## src/hw/brwd_defs.svh

```systemverilog
`ifndef BRWD_DEFS_SVH
`define BRWD_DEFS_SVH
`define BRWD_PTR_ADDR 8'hFD
`define BRWD_PTR_RESET 8'h00
`define BRWD_BANK_NORMAL 4'h0
`define BRWD_BANK_TIMER 4'hD
`define BRWD_BANK_SYS 4'hF
`define BRWD_SHORT_PREFIX 4'hE
`define BRWD_TMR_CTL0 4'h0
`define BRWD_TMR_CTL1 4'h1
`define BRWD_TMR_CTL2 4'h2
`define BRWD_TMR_RSVD 4'h3
`define BRWD_ZERO_BYTE 8'h00
`endif

```

## src/hw/brwd_pkg.sv

```systemverilog
package brwd_pkg;
    typedef enum logic [1:0] {
        BRWD_TGT_FILE = 2'b00,
        BRWD_TGT_BANKD = 2'b01,
        BRWD_TGT_BANKF = 2'b10,
        BRWD_TGT_NONE = 2'b11
    } brwd_target_t;
endpackage

```

## src/hw/brwd_bank_regs.sv

```systemverilog
`timescale 1ns/100ps
`default_nettype none
`include "brwd_defs.svh"
module brwd_bank_regs #(
    parameter int NREGS = 16
) (
    input wire logic sys_clk_i, // Core clock
    input wire logic srst_i, // Sync reset
    input wire logic we_i, // Write strobe
    input wire logic [3:0] idx_i, // Register index
    input wire logic [7:0] wdata_i, // Write data
    output logic [7:0] rdata_o // Read data, combinational select
);
    logic [7:0] mem_q [NREGS];
    genvar g;
    generate
        for (g = 0; g < NREGS; g++) begin : gen_reg
            always_ff @(posedge sys_clk_i) begin
                if (srst_i) begin
                    mem_q[g] <= `BRWD_ZERO_BYTE;
                end else if (we_i && idx_i == 4'(g)) begin
                    mem_q[g] <= wdata_i;
                end
            end
        end
    endgenerate
    assign rdata_o = mem_q[idx_i];
endmodule
`default_nettype wire

```

## src/hw/brwd_top.sv

```systemverilog
// Operation
// - Pointer high nibble selects the 16-byte working group for short addresses.
// - Pointer low nibble selects expanded bank; only 0, F, D exist.
// - Bank selector zero routes all accesses to the ordinary file.
// - Selector 1H..FH replaces lowest 16 locations with the chosen bank.
// - Addresses 0..15 form a window onto banks 0, D and F of 16 registers each.
// - Pointer lives at address 253; pointer 00h maps R0..R3 to ports.
// - Pointer 0Dh maps R0..R2 to timer controls, R3 reserved.
// - Pointer 7Dh: short addresses hit bank D, full 71h hits file.
`timescale 1ns/100ps
`default_nettype none
`include "brwd_defs.svh"
module brwd_top
    import brwd_pkg::*;
(
    input wire logic sys_clk_i, // Core clock, 100 MHz
    input wire logic srst_i, // Sync reset, active high
    input wire logic req_i, // Register access strobe
    input wire logic wr_i, // 1 write, 0 read
    input wire logic short_i, // Address is a 4-bit working reg
    input wire logic [7:0] addr_i, // Full address or short in [3:0]
    input wire logic [7:0] wdata_i, // Write data
    input wire logic [7:0] file_rdata_i, // Read data from bank 0 file
    output logic file_we_o, // Bank 0 file write strobe
    output logic [7:0] file_addr_o, // Bank 0 file address
    output logic [7:0] rdata_o, // Read data, registered
    output logic rvalid_o, // Read data valid pulse
    output logic [7:0] pointer_o, // Current pointer value
    output logic [7:0] timer8_control_o, // Timer8 control
    output logic [7:0] timer_shared_control_o, // Shared timer control
    output logic [7:0] timer16_control_o // Timer16 control
);
    logic [7:0] working_group_pointer_q;
    logic [7:0] eff_addr;
    logic low_window;
    brwd_target_t tgt;
    logic bd_we, bf_we;
    logic [7:0] bd_rdata, bf_rdata, rdata_d;
    logic [7:0] tctl0_q, tctl1_q, tctl2_q;
    logic ptr_hit;
    logic work_form;

    function automatic brwd_target_t brwd_route(input logic [3:0] bank, input logic low);
        brwd_target_t t;
        t = BRWD_TGT_FILE;
        if (!low || bank == `BRWD_BANK_NORMAL) begin
            t = BRWD_TGT_FILE;
        end else if (bank == `BRWD_BANK_TIMER) begin
            t = BRWD_TGT_BANKD;
        end else if (bank == `BRWD_BANK_SYS) begin
            t = BRWD_TGT_BANKF;
        end else begin
            t = BRWD_TGT_NONE;
        end
        return t;
    endfunction

    always_comb begin
        eff_addr = addr_i;
        if (short_i) begin
            eff_addr = {working_group_pointer_q[7:4], addr_i[3:0]};
        end else if (addr_i[7:4] == `BRWD_SHORT_PREFIX) begin
            eff_addr = {working_group_pointer_q[7:4], addr_i[3:0]};
        end
    end

    // full address above 0Fh, other than Ex, bypasses bank swap
    // Ex full form is a working register too, so it must swap like a short one
    assign work_form = short_i || (addr_i[7:4] == `BRWD_SHORT_PREFIX);
    assign low_window = work_form ? (working_group_pointer_q[7:4] == 4'h0)
                                   || (working_group_pointer_q[3:0] != `BRWD_BANK_NORMAL)
                                  : (eff_addr[7:4] == 4'h0);

    assign tgt = brwd_route(working_group_pointer_q[3:0], low_window);

    assign ptr_hit = (tgt == BRWD_TGT_FILE) && (eff_addr == `BRWD_PTR_ADDR);

    always_ff @(posedge sys_clk_i) begin
        if (srst_i) begin
            working_group_pointer_q <= `BRWD_PTR_RESET;
        end else if (req_i && wr_i && ptr_hit) begin
            working_group_pointer_q <= wdata_i;
        end
    end

    // ports stay in bank 0 file
    assign file_we_o = req_i && wr_i && (tgt == BRWD_TGT_FILE) && !ptr_hit;
    assign file_addr_o = eff_addr;

    assign bd_we = req_i && wr_i && (tgt == BRWD_TGT_BANKD);
    assign bf_we = req_i && wr_i && (tgt == BRWD_TGT_BANKF);

    always_ff @(posedge sys_clk_i) begin
        if (srst_i) begin
            tctl0_q <= `BRWD_ZERO_BYTE;
            tctl1_q <= `BRWD_ZERO_BYTE;
            tctl2_q <= `BRWD_ZERO_BYTE;
        end else if (bd_we) begin
            if (eff_addr[3:0] == `BRWD_TMR_CTL0) begin
                tctl0_q <= wdata_i;
            end else if (eff_addr[3:0] == `BRWD_TMR_CTL1) begin
                tctl1_q <= wdata_i;
            end else if (eff_addr[3:0] == `BRWD_TMR_CTL2) begin
                tctl2_q <= wdata_i;
            end
        end
    end

    // Other bank D slots are plain storage; reserved slot masked on read
    brwd_bank_regs #(.NREGS(16)) u_bank_d (
        .sys_clk_i(sys_clk_i),
        .srst_i(srst_i),
        .we_i(bd_we),
        .idx_i(eff_addr[3:0]),
        .wdata_i(wdata_i),
        .rdata_o(bd_rdata)
    );
    brwd_bank_regs #(.NREGS(16)) u_bank_f (
        .sys_clk_i(sys_clk_i),
        .srst_i(srst_i),
        .we_i(bf_we),
        .idx_i(eff_addr[3:0]),
        .wdata_i(wdata_i),
        .rdata_o(bf_rdata)
    );

    always_comb begin
        rdata_d = `BRWD_ZERO_BYTE;
        case (tgt)
            BRWD_TGT_FILE: begin
                rdata_d = ptr_hit ? working_group_pointer_q : file_rdata_i;
            end
            BRWD_TGT_BANKD: begin
                if (eff_addr[3:0] == `BRWD_TMR_CTL0) begin
                    rdata_d = tctl0_q;
                end else if (eff_addr[3:0] == `BRWD_TMR_CTL1) begin
                    rdata_d = tctl1_q;
                end else if (eff_addr[3:0] == `BRWD_TMR_CTL2) begin
                    rdata_d = tctl2_q;
                end else if (eff_addr[3:0] == `BRWD_TMR_RSVD) begin
                    rdata_d = `BRWD_ZERO_BYTE;
                end else begin
                    rdata_d = bd_rdata;
                end
            end
            BRWD_TGT_BANKF: begin
                rdata_d = bf_rdata;
            end
            default: begin
                rdata_d = `BRWD_ZERO_BYTE;
            end
        endcase
    end

    always_ff @(posedge sys_clk_i) begin
        if (srst_i) begin
            rdata_o <= `BRWD_ZERO_BYTE;
            rvalid_o <= 1'b0;
        end else begin
            rvalid_o <= req_i && !wr_i;
            if (req_i && !wr_i) begin
                rdata_o <= rdata_d;
            end
        end
    end

    assign pointer_o = working_group_pointer_q;
    assign timer8_control_o = tctl0_q;
    assign timer_shared_control_o = tctl1_q;
    assign timer16_control_o = tctl2_q;

    ptr_write_a: assert property (@(posedge sys_clk_i) disable iff (srst_i)
        req_i && wr_i && !short_i && addr_i == `BRWD_PTR_ADDR |=> pointer_o == $past(wdata_i))
        else $error("pointer write lost");
    group_select_a: assert property (@(posedge sys_clk_i) disable iff (srst_i)
        req_i && short_i && tgt == BRWD_TGT_FILE
        |-> file_addr_o == {pointer_o[7:4], addr_i[3:0]})
        else $error("short address not in working group");
    bank0_pass_a: assert property (@(posedge sys_clk_i) disable iff (srst_i)
        req_i && pointer_o[3:0] == 4'h0 |-> tgt == BRWD_TGT_FILE)
        else $error("bank 0 substituted");
    bank_swap_a: assert property (@(posedge sys_clk_i) disable iff (srst_i)
        req_i && wr_i && !short_i && addr_i[7:4] == 4'h0 && pointer_o[3:0] != 4'h0
        |-> !file_we_o)
        else $error("low window write reached file");
    timer_write_a: assert property (@(posedge sys_clk_i) disable iff (srst_i)
        req_i && wr_i && pointer_o == 8'h0D && short_i && addr_i[3:0] == 4'h0
        |=> timer8_control_o == $past(wdata_i))
        else $error("timer8 control not written");
    full_addr_a: assert property (@(posedge sys_clk_i) disable iff (srst_i)
        req_i && wr_i && pointer_o == 8'h7D && !short_i && addr_i == 8'h71
        |-> file_we_o && file_addr_o == 8'h71)
        else $error("full address swapped");
    unimpl_read_a: assert property (@(posedge sys_clk_i) disable iff (srst_i)
        req_i && !wr_i && tgt == BRWD_TGT_NONE |=> rvalid_o && rdata_o == 8'h00)
        else $error("unimplemented bank read not zero");
    rsvd_read_a: assert property (@(posedge sys_clk_i) disable iff (srst_i)
        req_i && !wr_i && tgt == BRWD_TGT_BANKD && eff_addr[3:0] == 4'h3
        |=> rdata_o == 8'h00)
        else $error("reserved slot not zero");
    decode_a: assert property (@(posedge sys_clk_i) disable iff (srst_i)
        req_i && low_window && pointer_o[3:0] == 4'hF |-> tgt == BRWD_TGT_BANKF)
        else $error("bank F not decoded");
    window_a: assert property (@(posedge sys_clk_i) disable iff (srst_i)
        req_i && !short_i && addr_i[7:4] != 4'h0 && addr_i[7:4] != 4'hE
        |-> tgt == BRWD_TGT_FILE)
        else $error("upper address swapped");
    work_form_a: assert property (@(posedge sys_clk_i) disable iff (srst_i)
        req_i && !short_i && addr_i[7:4] == 4'hE && pointer_o[3:0] == 4'hD
        |-> tgt == BRWD_TGT_BANKD)
        else $error("working form not swapped");
endmodule
`default_nettype wire

```

## config.mk

```make
export PLATFORM = sky130hd
export DESIGN_NAME = brwd_top
export DESIGN_NICKNAME = d
export VERILOG_FILES = /design/src/hw/brwd_pkg.sv /design/src/hw/brwd_bank_regs.sv /design/src/hw/brwd_top.sv
export VERILOG_INCLUDE_DIRS = /design/src /design/src/hw
export SDC_FILE = /design/constraint.sdc
export NUM_CORES = 1
export LEC_CHECK = 0
export BUFFER_PORTS_ARGS = -buffer_cell sky130_fd_sc_hd__buf_2
export CAP_MARGIN = 20
export CELL_PAD_IN_SITES_DETAIL_PLACEMENT = 1
export CELL_PAD_IN_SITES_GLOBAL_PLACEMENT = 2
export CORE_MARGIN = 2
export CORE_UTILIZATION = 38
export DETAILED_ROUTE_END_ITERATION = 7
export HOLD_SLACK_MARGIN = 0.15
export PLACE_DENSITY = 0.76
export RECOVER_POWER = 25
export REMOVE_ABC_BUFFERS = 1
export SLEW_MARGIN = 20
export SYNTH_ARGS = -nofsm -noshare
export SYNTH_HDL_FRONTEND = slang
export SYNTH_SLANG_ARGS = --single-unit
```

## constraint.sdc

```tcl
create_clock -name sys_clk_i -period 2.85 [get_ports sys_clk_i]
set_input_delay 0.7125 -clock sys_clk_i [delete_from_list [all_inputs] [get_ports sys_clk_i]]
set_output_delay 0.7125 -clock sys_clk_i [all_outputs]
set_load 0.01 [all_outputs]
```

[Yosys cells after proc, flatten, opt, wreduce, memory -nomap -nowiden]
Memories as Yosys holds them, arrays and structs flattened.
Cells that the tools add are included.
Storage, ports and cells
  flip-flop bits (word level): 41
  RAM bits: 256
  input port bits: 29
  word-level logic and storage cells: 260
  memories: 2
Cells by class
  eq/ne operators: 21
  mux-type cells: 142
  bitwise gates (word level): 34
  reductions and logical operators: 55
Memories
  u_bank_d.mem_q: words 16, bits a word 8, read ports 1, clocked after memory_dff 0, write ports 16, RTL line brwd_bank_regs.sv:14  | logic [7:0] mem_q [NREGS];
  u_bank_f.mem_q: words 16, bits a word 8, read ports 1, clocked after memory_dff 0, write ports 16, RTL line brwd_bank_regs.sv:14
Operators by type and width (number)
  8-bit two-way mux: 39
  1-bit two-way mux: 100
  4-bit == test, second input constant: 11
  1-bit logical AND: 40
  1-bit OR: 32
  8-bit one-hot mux with 3 select lines: 1
  4-bit by 3-bit == test with 1-bit output, second input constant: 4
  4-bit logical NOT: 4
  4-bit by 2-bit == test with 1-bit output, second input constant: 2
  8-bit == test, second input constant: 1
  4-bit by 1-bit == test with 1-bit output, second input constant: 1
  2-bit two-way mux: 2
  4-bit AND reduction: 1
  4-bit nonzero test: 1
  1-bit logical NOT: 3
  1-bit logical OR: 3
  3-bit AND reduction: 1
  2-bit by 1-bit == test with 1-bit output, second input constant: 1
  2-bit == test, second input constant: 1
  2-bit logical NOT: 1
  1-bit NOT: 2
  2-bit AND reduction: 1

[Depth between registers and ports, before layout]
  word-level depth: 15
  mapped depth: 9
  mapped depth without buffers: 6

[Cells and area by module]
Synthesis repeated with hierarchy kept, for this count alone.
Second synthesis, totals
  cells, all modules: 1017
  area total of the unflattened synthesis: 14253.7 µm²
Modules (own cells, without submodules)
  brwd_bank_regs: instances 2, cells each 384, area an instance 6037.0 µm², sequential area each 3843.7 µm²
  brwd_top: instances 1, cells each 249, area an instance 2179.6 µm², sequential area each 820.8 µm²

[Worst setup path before layout]
No wires, ideal clock.
  path type: in2reg
  start: input port addr_i[5]
  end: memory u_bank_d.mem_q[5][0] (enable)
  setup time: 0.375 ns
  arrival time: 2.493 ns
  required time: 2.475 ns
  path slack: -0.018 ns
  stages: 7
  path through: nor4_1 > a311oi_2 > or3_1 > buf_2 > buf_4 > buf_4 > o21bai_1
RTL lines
  start, declared: RTL line brwd_top.sv:21  | input wire logic [7:0] addr_i,
  end, declared: RTL line brwd_bank_regs.sv:14

[Worst setup path in the final report]
  start: input port addr_i[6]
  end: output port file_we_o
Between the ends
  cells in the longest elaborated chain, start to end: 12
  elaborated cells on any way between the ends: 15
RTL lines
  4-bit == test (no source line)
  8-bit two-way mux: RTL line brwd_top.sv:62  | end else if (addr_i[7:4] == `BRWD_SHORT_PREFIX) begin
  8-bit two-way mux: RTL line brwd_top.sv:60  | if (short_i) begin
  4-bit logical NOT: RTL line brwd_top.sv:72  | : (eff_addr[7:4] == 4'h0);
  1-bit two-way mux: RTL line brwd_top.sv:70  | assign low_window = work_form ? (working_group_pointer_q[7:4] == 4'h0)
  1-bit logical NOT: RTL line brwd_top.sv:46  | if (!low || bank == `BRWD_BANK_NORMAL) begin
  1-bit logical OR (no source line)
  2-bit two-way mux: RTL line brwd_top.sv:46
  2-bit logical NOT: RTL line brwd_top.sv:76, brwd_top.sv:87
  1-bit logical AND: RTL line brwd_top.sv:76  | assign ptr_hit = (tgt == BRWD_TGT_FILE) && (eff_addr == `BRWD_PTR_ADDR);
  1-bit logical NOT: RTL line brwd_top.sv:87  | assign file_we_o = req_i && wr_i && (tgt == BRWD_TGT_FILE) && !ptr_hit;
  1-bit logical AND (*): RTL line brwd_top.sv:87
  end, declared: RTL line brwd_top.sv:24  | output logic file_we_o,
Every way passes the cells marked *; elsewhere a longest branch is shown, timed or not.

==> impl_metrics.json <==
{
  "cp-end-kind": "output pin",
  "p_comb_share_pct": 7.1,
  "dp_cells": 1501,
  "grt_pass1_wl_um": 57000,
  "crit_fanout": 7,
  "max-slew-margin-rel_pct": 37.9,
  "syn-cell-area_mm2": 0.0129,
  "worstPathArrival_ns": 1.99,
  "clock_skew_ns": 0.00920,
  "rr_startpoint": "pointer_o[1]",
  "crit_required_ns": 2.14,
  "fin_crit_sh_pct": 94.7,
  "gp_congestion": 0.819,
  "synth-edff-count": 224,
  "num_rows": 67,
  "synth_area_leader_cell": "edfxtp_1",
  "yosysSeqAreaShare_pct": 58.7,
  "syn_to_final_growth_pct": 15.1,
  "synthMostInstantiatedCell": "and2_1",
  "wirelength_um": 37200,
  "die_h_um": 188,
  "num_vias": 8452,
  "grt_max_degree": 45,
  "cts_inserted_buffers": 29,
  "initial_core_util_pct": 38.5,
  "io_pins": 79,
  "route.detailed.drc": 0,
  "cts.sinks": 265,
  "clockBufferDepth": 3,
  "critPathMostFrequentCell": "buf_2",
  "first_iter_violations": 573,
  "dpl.hpwl_um": 25300,
  "fin_cells": 1553,
  "synth_flop_cell": "edfxtp_1",
  "grt_overflow_total": 0,
  "slew_violations": 0,
  "finalSetupViolCount": 0,
  "crit_start": "addr_i[6]",
  "hp-class": "flop to flop",
  "nNetsFinal": 1113,
  "internal-power_mw": 6.67,
  "min_path_cells": 2,
  "grt_pass1_vias": 8844,
  "fmaxAchievable_mhz": 371,
  "tightest_slew_ns": 0.932,
  "p_leak_nw": 5.48,
  "reg2reg_depth": 4,
  "cts_hold_buffers": 0,
  "p_sw_share_pct": 23.0,
  "drive_above_1_share_pct": 20.5,
  "power_mw": 8.67,
  "crit_path_top_delay_cell": "a21oi_1",
  "fin_crit_ns": 2.70,
  "crit_family": "compound AO/OA/AOI/OAI gates",
  "peakVddDrop_v": 0.000392,
  "wl_per_cell_um": 24.0,
  "synth.top_cell.area_share_pct": 52.3,
  "num_antenna_cells": 0,
  "ys_ff_latch": 265,
  "hold_ws_ns": 0.502,
  "dieArea_mm2": 0.0353,
  "power_density_mw_per_mm2": 585,
  "crit_buf_inv": 3,
  "yosys_warnings": 0,
  "port_buffers": 78,
  "clkLatencyLatePin_ns": 0.55,
  "antenna_left": 0,
  "grt.total_usage_pct": 21.2,
  "clk_pin_slew_worst_paths_ns": 0.06,
  "synthArstFlopShare_pct": 0,
  "cp.depth": 7,
  "die-width_um": 188,
  "critical_path_class": "primary input to output pin",
  "finalHoldViolations": 0,
  "cp_slowest_stage_delay_ns": 0.26,
  "hp-start": "timer_shared_control_o[5]",
  "core_area_mm2": 0.0334,
  "cts_htree_levels": 1,
  "vias_per_cell": 5.44,
  "maxCapViolations": 0,
  "p_switching_mw": 2.00,
  "clock_power_share_pct": 43.2,
  "cts-root-buf": "clkbuf_16",
  "fillCellCount": 3441,
  "status": "completed",
  "netlist-cell-type-count": 50,
  "synth_area_per_cell_um2": 12.7,
  "seqPwrFrac_pct": 49.7,
  "startpoint_type": "primary input",
  "synthTopCellsByArea": "edfxtp_1 (52%), and2_1 (11%), dfxtp_1 (6.4%)",
  "antenna_found_initial": 0,
  "crit_chain": "buf_2 > a31o_2 > a21oi_1 > nor4_2 > buf_4 > nor3_2 > buf_2",
  "firstDrtPassIters": 5,
  "cts_tree": "done",
  "synthCells": 1010,
  "synth_top_cells_by_count": "and2_1 (226), edfxtp_1 (224), clkbuf_1 (65)",
  "rsz0062_at_grt": "false"
}
[stage by stage]
| step | worst slack, ns | util [%] | setup TNS [ns] | cell area [um^2] |
|---|---|---|---|---|
| 2_1_floorplan | -0.201 | - | -9.44 | 12500 |
| 3_3_place_gp | 0.00646 | 41.7 | 0 | 14000 |
| 3_5_place_dp | -0.0386 | 41.7 | -0.388 | 14000 |
| 4_1_cts | 0.0376 | 44.6 | 0 | 14900 |
| 5_1_grt | 0.0418 | 44.3 | 0 | 14800 |
| 6_report | 0.152 | 44.3 | 0 | 14800 |
[cell type report]
| cell class | instances | area (um^2) | share of cell area, % |
|---|---|---|---|
| Inverter | 5 | 18.8 | 0.127 |
| Clock inverter | 15 | 129 | 0.871 |
| Timing Repair Buffer | 136 | 825 | 5.57 |
| Sequential cell | 265 | 7550 | 51.0 |
| Clock buffer | 37 | 817 | 5.52 |
| Multi-Input combinational cell | 647 | 4910 | 33.1 |
| Tap cell | 448 | 561 | 3.79 |
[state kept, by name (all words and copies together) (netlist names)]
| name | count |
|---|---|
| timer16_control_o | 8 |
| rvalid_o | 1 |
| timer8_control_o | 8 |
| u_bank_f.mem_q | 128 |
| rdata_o | 8 |
| timer_shared_control_o | 8 |
| u_bank_d.mem_q | 96 |
| pointer_o | 8 |
[cell usage in the layout, fill, tap and decap left out, types with 30 or more instances in the layout]
master,count
edfxtp_1,224
clkbuf_1,50
buf_2,36
and2_1,221
buf_4,44
a21oi_1,33
dfxtp_1,41
mux2i_1,53
clkbuf_16,30
mux4_2,35
a22oi_1,35
nand2_1,51
o21ai_0,30
[power groups by stage]
stage	logic, mW	clock network, mW	registers, mW
after CTS	0.632	3.81	4.31
after global routing	0.663	3.96	4.32
final	0.617	3.74	4.31
after floorplan	0.270	0	4.38
after global placement	0.620	0	4.39
after detailed placement	0.630	0	4.39
[cell families (layout without fill, tap and decap cells)]
kind of cell	count (synthesis)	in the layout	synth area share, %
AND/OR/NAND/NOR	382	382	18.0
flip-flops	265	265	58.7
AO/OA/AOI/OAI	168	168	8.96
buffers and inverters	98	193	3.33
multiplexers	97	97	11.0
[worst reg2reg max path, cell delays in order, from the launching register on]
cell and delay [ns]:
dfxtp_1 0.52, nand4_1 0.21, nor3_1 0.23, clkbuf_1 0.58, a31o_1 0.49
[final timing paths]
path,end,slack [ns]
hold / removal,timer_shared_control_o[5],0.50
setup / recovery,file_we_o,0.15
hold reg to reg,timer_shared_control_o[5],0.50
setup reg to reg,u_bank_f.mem_q[14][1],0.46
[per-layer routing]
metal	share of wire, %	GRT usage [%]	up-vias
met5	0	0	-
met4	1.4	3.85	0
met3	4.5	2.70	40
met2	48	34.9	211
met1	46	30.5	4354
li1	-	-	3847
[repair_timing]
item,4_1_cts,5_1_grt
gates resized for setup,0,3
setup buffers,0,0
setup endpoints to repair,0,1
Note: power is estimated with default switching activity, not from simulation.
